## config.mk

```make
export PLATFORM = sky130hd
export DESIGN_NAME = fosc_overlay_ctrl
export DESIGN_NICKNAME = d
export VERILOG_FILES = /design/src/fosc_pkg.sv /design/src/fosc_overlay_ctrl.sv
export SDC_FILE = /design/constraint.sdc
export NUM_CORES = 2
export LEC_CHECK = 0
export ABC_AREA = 1
export BUFFER_PORTS_ARGS = -buffer_cell sky130_fd_sc_hd__clkbuf_2
export CORE_AREA = 2 2 375 377
export CTS_CLUSTER_SIZE = 40
export DETAILED_ROUTE_END_ITERATION = 12
export DIE_AREA = 0 0 377 379
export GPL_TIMING_DRIVEN = 0
export SLEW_MARGIN = 20
export SYNTH_ARGS = -nofsm -noshare
export SYNTH_HDL_FRONTEND = slang
export SYNTH_SLANG_ARGS = --single-unit
```

## constraint.sdc

```tcl
create_clock -name mclk -period 2.5 [get_ports mclk]
set_input_delay 0.125 -clock mclk [delete_from_list [all_inputs] [get_ports mclk]]
set_output_delay 0.125 -clock mclk [all_outputs]
set_load 0.01 [all_outputs]
```

## src/fosc_pkg.sv

```systemverilog
// Constants and types of the flash overlay space controller
package fosc_pkg;
   localparam int ADDR_W = 25;
   localparam int SECT_LSB = 17;
   localparam int SECT_W = 8;
   localparam int NSECT = 256;
   localparam int WORD_W = 16;
   localparam int ECC_ST_W = 5;
   localparam logic [16:0] SSR_WORDS = 17'h00200;
   localparam logic [ADDR_W-1:0] CFG_LOC = 25'h0000000;
   localparam logic [ADDR_W-1:0] PWD_WORDS = 25'h0000004;
   localparam logic [15:0] CFG_RST = 16'hffff;
   localparam logic [63:0] PWD_RST = 64'hffffffffffffffff;
   localparam logic LOCK_RST = 1'b1;
   localparam logic [15:0] UNDEF_WORD = 16'hffff;
   localparam logic [1:0] ECC_SEL_STATUS = 2'h0;
   localparam logic [1:0] ECC_SEL_TRAP_LO = 2'h1;
   localparam logic [1:0] ECC_SEL_TRAP_HI = 2'h2;
   localparam logic [1:0] ECC_SEL_COUNT = 2'h3;

   typedef enum logic [3:0] {
      OV_READ = 4'h0, OV_STATUS = 4'h1, OV_SSR = 4'h3, OV_CFG = 4'h2, OV_PWD = 4'h6,
      OV_PPB = 4'h7, OV_LOCK = 4'h5, OV_DYB = 4'h4, OV_ECC = 4'hc, OV_CRC = 4'hd
   } fosc_overlay_e;

   typedef enum logic [1:0] {EAC_STANDBY = 2'h0, EAC_ERS_SUSP = 2'h1} fosc_eac_e;

   typedef enum logic [4:0] {
      CMD_NOP = 5'h00, CMD_SR_READ = 5'h01, CMD_SSR_ENTRY = 5'h02, CMD_SSR_EXIT = 5'h03,
      CMD_CFG_ENTRY = 5'h04, CMD_PWD_ENTRY = 5'h05, CMD_PPB_ENTRY = 5'h06, CMD_LOCK_ENTRY = 5'h07,
      CMD_DYB_ENTRY = 5'h08, CMD_ECC_ENTRY = 5'h09, CMD_CRC_ENTRY = 5'h0a, CMD_SET_EXIT = 5'h0b,
      CMD_ASO_EXIT = 5'h0c, CMD_WORD_PROG = 5'h0d, CMD_BUF_PROG = 5'h0e, CMD_PPB_ERASE = 5'h0f,
      CMD_PWD_UNLOCK = 5'h10, CMD_RESET = 5'h11, CMD_ECC_SEL = 5'h12, CMD_CRC_LD_START = 5'h13,
      CMD_CRC_LD_END = 5'h14, CMD_CRC_SUSPEND = 5'h15, CMD_CRC_RESUME = 5'h16, CMD_CRC_RESULT = 5'h17
   } fosc_cmd_e;
endpackage

```

## src/fosc_overlay_ctrl.sv

```systemverilog
// Overlay space controller: command interpreter and read mux of the flash device
`timescale 1ns/10ps
module fosc_overlay_ctrl import fosc_pkg::*; (
   input wire logic mclk,
   input wire logic rst,
   input wire logic cmdValid,
   input wire logic [4:0] cmdCode,
   input wire logic [ADDR_W-1:0] cmdAddr,
   input wire logic [WORD_W-1:0] cmdData,
   input wire logic rdValid,
   input wire logic rdFirst,
   input wire logic [ADDR_W-1:0] rdAddr,
   input wire logic [WORD_W-1:0] arrayData,
   input wire logic [WORD_W-1:0] statusIn,
   input wire logic [ECC_ST_W-1:0] eccStatusIn,
   input wire logic [WORD_W-1:0] eccTrapLo,
   input wire logic [WORD_W-1:0] eccTrapHi,
   input wire logic [WORD_W-1:0] eccCount,
   input wire logic [31:0] crcResult,
   input wire logic eaBusy,
   input wire logic eraseSuspended,
   input wire logic errorClear,
   output logic rdFromSsr,
   output logic [WORD_W-1:0] rdData,
   output logic rdUndef,
   output logic [3:0] overlayState,
   output logic [1:0] eacState,
   output logic timeoutClear,
   output logic progReq,
   output logic progToSsr,
   output logic [ADDR_W-1:0] progAddr,
   output logic [WORD_W-1:0] progData,
   output logic [NSECT-1:0] persistentProtectBit,
   output logic [NSECT-1:0] dynamicProtectBit,
   output logic persistentBitGlobalLock,
   output logic [15:0] protectionConfigWord,
   output logic [ADDR_W-1:0] crcStartAddr,
   output logic [ADDR_W-1:0] crcEndAddr,
   output logic crcRunning,
   output logic crcSuspended
);
   typedef struct packed {
      fosc_overlay_e ov;
      fosc_overlay_e savedOv;
      fosc_eac_e eac;
      logic [15:0] srSnap;
      logic srBurst;
      logic [SECT_W-1:0] ssrSector;
      logic [15:0] cfgWord;
      logic [63:0] pwd;
      logic [3:0] pwdMatch;
      logic lock;
      logic [NSECT-1:0] persistent_protect_bit;
      logic [NSECT-1:0] dynamic_protect_bit;
      logic [1:0] eccSel;
      logic [ADDR_W-1:0] crcStart;
      logic [ADDR_W-1:0] crcEnd;
      logic crcSusp;
      logic [WORD_W-1:0] rdData;
      logic rdUndef;
      logic toutClr;
      logic progReq;
      logic progSsr;
      logic [ADDR_W-1:0] progAddr;
      logic [WORD_W-1:0] progData;
   } fosc_state_s;

   fosc_state_s st_reg;
   fosc_state_s st_next;
   fosc_cmd_e cmd;
   logic [SECT_W-1:0] rdSect;
   logic [SECT_W-1:0] cmdSect;
   logic rdInSsrSect;
   logic isProg;
   logic isExit;

   assign cmd = fosc_cmd_e'(cmdCode);
   assign rdSect = rdAddr[ADDR_W-1:SECT_LSB];
   assign cmdSect = cmdAddr[ADDR_W-1:SECT_LSB];
   assign rdInSsrSect = (st_reg.ov == OV_SSR) && (rdSect == st_reg.ssrSector);
   assign isProg = cmdValid && (cmd == CMD_WORD_PROG);
   assign isExit = cmdValid && ((cmd == CMD_ASO_EXIT) || (cmd == CMD_SET_EXIT));

   always_comb begin
      st_next = st_reg;
      st_next.toutClr = 1'b0;
      st_next.progReq = 1'b0;
      st_next.progSsr = 1'b0;
      // Read path: one registered word per accepted read beat
      if (rdValid) begin
         st_next.rdUndef = 1'b0;
         st_next.rdData = arrayData;
         if (rdFirst) begin
            st_next.srBurst = 1'b0;
         end
         case (st_reg.ov)
            OV_STATUS: begin
               st_next.rdData = st_reg.srSnap;
               st_next.srBurst = 1'b1;
               st_next.ov = st_reg.savedOv;
            end
            OV_SSR: begin
               if (rdInSsrSect && (rdAddr[SECT_LSB-1:0] >= SSR_WORDS)) begin
                  st_next.rdUndef = 1'b1;
               end
            end
            OV_CFG: begin
               st_next.rdData = st_reg.cfgWord;
               st_next.rdUndef = (rdAddr != CFG_LOC);
            end
            OV_PWD: begin
               st_next.rdData = st_reg.pwd[rdAddr[1:0]*16 +: 16];
               st_next.rdUndef = (rdAddr >= PWD_WORDS);
            end
            OV_PPB: st_next.rdData = {15'h0000, st_reg.persistent_protect_bit[rdSect]};
            OV_LOCK: st_next.rdData = {15'h0000, st_reg.lock};
            OV_DYB: st_next.rdData = {15'h0000, st_reg.dynamic_protect_bit[rdSect]};
            OV_ECC: begin
               case (st_reg.eccSel)
                  ECC_SEL_STATUS: st_next.rdData = {11'h000, eccStatusIn};
                  ECC_SEL_TRAP_LO: st_next.rdData = eccTrapLo;
                  ECC_SEL_TRAP_HI: st_next.rdData = eccTrapHi;
                  default: st_next.rdData = eccCount;
               endcase
            end
            OV_CRC: begin
               if (!st_reg.crcSusp) begin
                  st_next.rdData = rdAddr[0] ? crcResult[31:16] : crcResult[15:0];
               end
            end
            default: ;
         endcase
         // Later beats of a status burst carry no status
         if (st_reg.srBurst && !rdFirst && st_reg.ov != OV_STATUS) begin
            st_next.rdUndef = 1'b1;
         end
         if (st_next.rdUndef) begin
            st_next.rdData = UNDEF_WORD;
         end
      end
      // Command path
      if (cmdValid) begin
         if (cmd == CMD_SR_READ) begin
            st_next.srSnap = statusIn;
            st_next.savedOv = st_reg.ov;
            st_next.ov = OV_STATUS;
         end else if (cmd == CMD_RESET) begin
            // A running program or erase keeps its overlay and controller state
            if (!eaBusy) begin
               st_next.ov = OV_READ;
               st_next.eac = EAC_STANDBY;
               st_next.toutClr = 1'b1;
               st_next.crcSusp = 1'b0;
               st_next.eccSel = ECC_SEL_STATUS;
            end
         end else begin
            case (st_reg.ov)
               OV_READ: begin
                  case (cmd)
                     CMD_SSR_ENTRY: begin
                        st_next.ov = OV_SSR;
                        st_next.ssrSector = cmdSect;
                     end
                     CMD_CFG_ENTRY: st_next.ov = OV_CFG;
                     CMD_PWD_ENTRY: begin
                        st_next.ov = OV_PWD;
                        st_next.pwdMatch = 4'h0;
                     end
                     CMD_PPB_ENTRY: st_next.ov = OV_PPB;
                     CMD_LOCK_ENTRY: st_next.ov = OV_LOCK;
                     CMD_DYB_ENTRY: st_next.ov = OV_DYB;
                     CMD_ECC_ENTRY: st_next.ov = OV_ECC;
                     CMD_CRC_ENTRY: st_next.ov = OV_CRC;
                     CMD_WORD_PROG, CMD_BUF_PROG: st_next.progReq = 1'b1;
                     default: ;
                  endcase
               end
               OV_SSR: begin
                  if (isExit || cmd == CMD_SSR_EXIT) begin
                     st_next.ov = OV_READ;
                  end else if (cmd == CMD_WORD_PROG || cmd == CMD_BUF_PROG) begin
                     st_next.progReq = 1'b1;
                     st_next.progSsr = (cmdSect == st_reg.ssrSector) && (cmdAddr[SECT_LSB-1:0] < SSR_WORDS);
                  end
               end
               OV_CFG, OV_PWD, OV_PPB, OV_LOCK, OV_DYB: begin
                  if (isExit) begin
                     st_next.ov = OV_READ;
                  end else if (isProg) begin
                     case (st_reg.ov)
                        OV_CFG: st_next.cfgWord = cmdData;
                        OV_PWD: st_next.pwd[cmdAddr[1:0]*16 +: 16] = cmdData;
                        OV_PPB: st_next.persistent_protect_bit[cmdSect] = 1'b1;
                        OV_LOCK: st_next.lock = 1'b0;
                        default: st_next.dynamic_protect_bit[cmdSect] = cmdData[0];
                     endcase
                  end else if (st_reg.ov == OV_PPB && cmd == CMD_PPB_ERASE) begin
                     st_next.persistent_protect_bit = '0;
                  end else if (st_reg.ov == OV_PWD && cmd == CMD_PWD_UNLOCK) begin
                     // Words arrive in any order; unlock needs the last word sent at each of the four addresses to match
                     st_next.pwdMatch[cmdAddr[1:0]] = (cmdData == st_reg.pwd[cmdAddr[1:0]*16 +: 16]);
                     if (&st_next.pwdMatch) begin
                        st_next.lock = 1'b0;
                        st_next.pwdMatch = 4'h0;
                     end
                  end
               end
               OV_ECC: begin
                  if (cmd == CMD_ASO_EXIT) begin
                     st_next.ov = OV_READ;
                     st_next.eccSel = ECC_SEL_STATUS;
                  end else if (cmd == CMD_ECC_SEL) begin
                     st_next.eccSel = cmdData[1:0];
                  end
               end
               OV_CRC: begin
                  case (cmd)
                     CMD_ASO_EXIT: begin
                        st_next.ov = OV_READ;
                        st_next.crcSusp = 1'b0;
                     end
                     CMD_CRC_RESUME: st_next.crcSusp = 1'b0;
                     default: begin
                        // While suspended only array reads, status read, reset, resume and exit are honoured
                        if (!st_reg.crcSusp) begin
                           case (cmd)
                              CMD_CRC_LD_START: st_next.crcStart = cmdAddr;
                              CMD_CRC_LD_END: st_next.crcEnd = cmdAddr;
                              CMD_CRC_SUSPEND: st_next.crcSusp = 1'b1;
                              default: ;
                           endcase
                        end
                     end
                  endcase
               end
               default: ;
            endcase
         end
         if (st_next.progReq) begin
            st_next.progAddr = cmdAddr;
            st_next.progData = cmdData;
         end
      end
      // Error clear keeps any overlay; otherwise pick erase-suspend or standby
      if (errorClear && st_next.ov == OV_READ) begin
         st_next.eac = eraseSuspended ? EAC_ERS_SUSP : EAC_STANDBY;
      end
   end

   always_ff @(posedge mclk) begin
      if (rst) begin
         st_reg <= '{ov: OV_READ, savedOv: OV_READ, eac: EAC_STANDBY, cfgWord: CFG_RST, pwd: PWD_RST,
                     lock: LOCK_RST, default: '0};
      end else begin
         st_reg <= st_next;
      end
   end

   assign rdFromSsr = rdInSsrSect;
   assign rdData = st_reg.rdData;
   assign rdUndef = st_reg.rdUndef;
   assign overlayState = st_reg.ov;
   assign eacState = st_reg.eac;
   assign timeoutClear = st_reg.toutClr;
   assign progReq = st_reg.progReq;
   assign progToSsr = st_reg.progSsr;
   assign progAddr = st_reg.progAddr;
   assign progData = st_reg.progData;
   assign persistentProtectBit = st_reg.persistent_protect_bit;
   assign dynamicProtectBit = st_reg.dynamic_protect_bit;
   assign persistentBitGlobalLock = st_reg.lock;
   assign protectionConfigWord = st_reg.cfgWord;
   assign crcStartAddr = st_reg.crcStart;
   assign crcEndAddr = st_reg.crcEnd;
   assign crcRunning = (st_reg.ov == OV_CRC) && !st_reg.crcSusp;
   assign crcSuspended = (st_reg.ov == OV_CRC) && st_reg.crcSusp;
endmodule // fosc_overlay_ctrl

```

==> results.ini <==
[critical_path]
critical_path.endpoint_type = flip-flop
startpoint_type = primary input
cpPeakStageDelay_ns = 0.53
crit_path_frequent_cell = nand3_1
path_class = primary input to flip-flop
cpMaxStageDelayCell = buf_2
worstRegToRegCells = 14
crit_fanout = 10
worstPathCellList = buf_2 -> inv_1 -> buf_2 -> buf_2 -> o21ai_0 -> nand3_1 -> nand3_1 -> nand2_1 -> nand3_1 -> nand3_1 -> nand3_1 -> nand2_1 -> nand2_1 -> nand3_1 -> nor2_1 -> nor2_1
cp.required_ns = 3.17
arrival_ns = 3.42

[synth]
ys_ff_latch = 745
syn_avg_cell_area_um2 = 7.05
seq_area_frac_synth_pct = 35.9
synth.area.top_cells = dfxtp_1, buf_4, nand2_1, a21oi_1, nand3_1
synth_top_cell_area_share_pct = 35.9
yosysTopAreaCell = dfxtp_1
syn_inst = 5884
synth_fp_nets = 6085
ys_types = 45
syn_area_um2 = 41500
ys.warnings.count = 0

[clocking]
cts_tree = yes
cts_buffers = 90
insertion_delay_ns = 0.73
path_clk_slew_ns = 0.06
cts_sinks = 745
cts_root_buf = clkbuf_16
cts_buffer_depth = 3
ctsHtreeMaxLevel = 3

[placement]
hpwlAfterDp_um = 192000
place_congestion = 1.04
portBuffers = 832
placed_area_um2 = 48000
post-place-ws_ns = -1.26
placed_cells = 8523

[route]
drc = 0
viasPerCell = 5.45
routedWlPerCell_um = 28.7
dr.pass1.iters = 7
drt_wl_total_um = 253000
ant_nets = 0
vias = 48000
drtIter0Drc = 6527

[sta]
layout_setup_ws_ns = -0.255
rsz0062_at_grt = yes
hold_viol = 0
finalClockSkew_ns = 0.0359
relSlewSlack_pct = 11.8
max_freq_mhz = 363
fin_crit_ns = 2.76
finalSetupViolations = 1
slew_violations = 0
fin_crit_sh_pct = 110
worst_slew_pin_slew_ns = 1.32

[die]
boundaryPins = 845
start_util_pct = 29.9
die_area_um2 = 143000
die_x_um = 377
row_count = 137
die_y_um = 379
core_um2 = 139000

[grt]
grt_pass1_vias = 44100
grt_pass1_wl_um = 341000
overflow = 0
grt_antenna_before_repair = 26
grt_max_degree = 14
gr-usage-all-layers_pct = 33.8

[cells_and_area]
post-route-util_pct = 37.9
final_layout_size_suffix_gt1_share_pct = 31.0
final_nets = 7134
fin_area_um2 = 52700
final_cell_count_no_fill = 8814
layout_common_cells = clkbuf_2, nand2_1, dfxtp_1
mostFrequentLayoutCell = clkbuf_2
syn2layout_area_growth_pct = 26.9

[pwr]
powerDensity_nw_per_um2 = 558
p_leak_uw = 0.0233
ir_drop_mv = 0.450
power_uw = 29400

[worst_hold_path]
holdCritPathClass = primary input to flip-flop
hold_depth = 7

[flow_run]
drv_cap = 0

[run_status]
outcome = finished with violations
violations = setup timing

-- final timing paths --
| kind | startpoint | endpoint | slack [ns] |
|---|---|---|---|
| setup reg to reg | dynamicProtectBit[106] | rdData[0] | -0.11 |
| setup / recovery | rdAddr[17] | rdData[0] | -0.26 |
| hold reg to reg | crcEndAddr[13] | crcEndAddr[13] | 0.44 |
| hold / removal | eccCount[14] | rdData[14] | 0.03 |
-- layout make-up --
cell class / instances / area [um2]
antenna: 7 / 17.5
buffer: 1074 / 6970
clock buffer: 130 / 2630
clock inverter: 29 / 389
fill: 14900 / 86200
inverter: 355 / 1350
multi-input combinational: 3708 / 18700
sequential: 745 / 14900
tap: 1807 / 2260
timing repair buffer: 959 / 5440
-- what timing repair did --
| item | CTS | global route |
|---|---|---|
| pin swaps | 2 | 7 |
| setup buffers | 0 | 2 |
| setup endpoints to repair | 644 | 350 |
| hold endpoints to repair | 177 | 0 |
| resized for setup | 85 | 62 |
| hold buffers | 125 | 0 |
-- metal layers --
metal	track usage [%]	wire length, um
met1	39.7	93000
met2	53.4	112000
met3	9.08	27300
met4	24.0	20900
met5	0	149
-- logic make-up after synthesis --
kind of cell	count (synthesis)	share of synthesized area (%)
AO/OA/AOI/OAI	1304	16.9
XOR/XNOR	2	0.0422
adder cells (fa/ha/maj)	5	0.151
buffers and inverters	1431	19.6
flip-flops	745	35.9
multiplexers	8	0.193
other	1	0.00903
AND/OR/NAND/NOR	2388	27.1
-- power breakdown --
part           total (uW)  leakage, uW  internal (uW)  switching [uW]
Sequential          12000      0.00601          11900            45.6
Clock               14000      0.00147           8020            5940
Combinational        3450       0.0158            889            2570
-- worst max-delay path, delay by kind of cell --
kind / cells / cell delay (ns)
AND/OR/NAND/NOR: 11 / 1.73
buffers and inverters: 4 / 1.37
AO/OA/AOI/OAI: 1 / 0.15
-- stage by stage --
| step | setup TNS (ns) | hold slack [ns] |
|---|---|---|
| after floorplan | 0 | 0.201 |
| after global placement | -336.53 | 0.391 |
| after detailed placement | -269.35 | 0.395 |
| after CTS | 0 | 0.00278 |
| after global routing | -0.0933 | 0.0475 |
| final | -0.255 | 0.0312 |
-- synthesized netlist by cell type --
cell and count:
nor2_4 3, nand3b_1 5, xnor2_1 1, or2_2 1, nor3_1 67, o21ai_0 470, xor2_1 1, o22ai_1 19
nor3_2 202, o21a_1 1, a31oi_1 73, buf_2 136, dfxtp_1 745, inv_2 24, buf_6 15, clkbuf_2 3
o21ai_1 2, buf_4 663, a211oi_1 32, clkbuf_1 230, nor2_1 624, nand2_2 3, o211ai_1 57, inv_4 1
a311oi_1 16, o31ai_1 1, conb_1 1, buf_1 29, ha_1 5, and2_1 1, and3_1 2, nand2_1 844
inv_1 322, nor2_2 23, nor4_1 10, nor3_4 2, mux2i_1 8, a221oi_1 20, nand3_2 3, a22oi_1 9
a21oi_1 604, nand3_1 591, clkinv_1 8, or2_1 1, nand4_1 6
No activity file was read; power rests on OpenSTA's default activity.
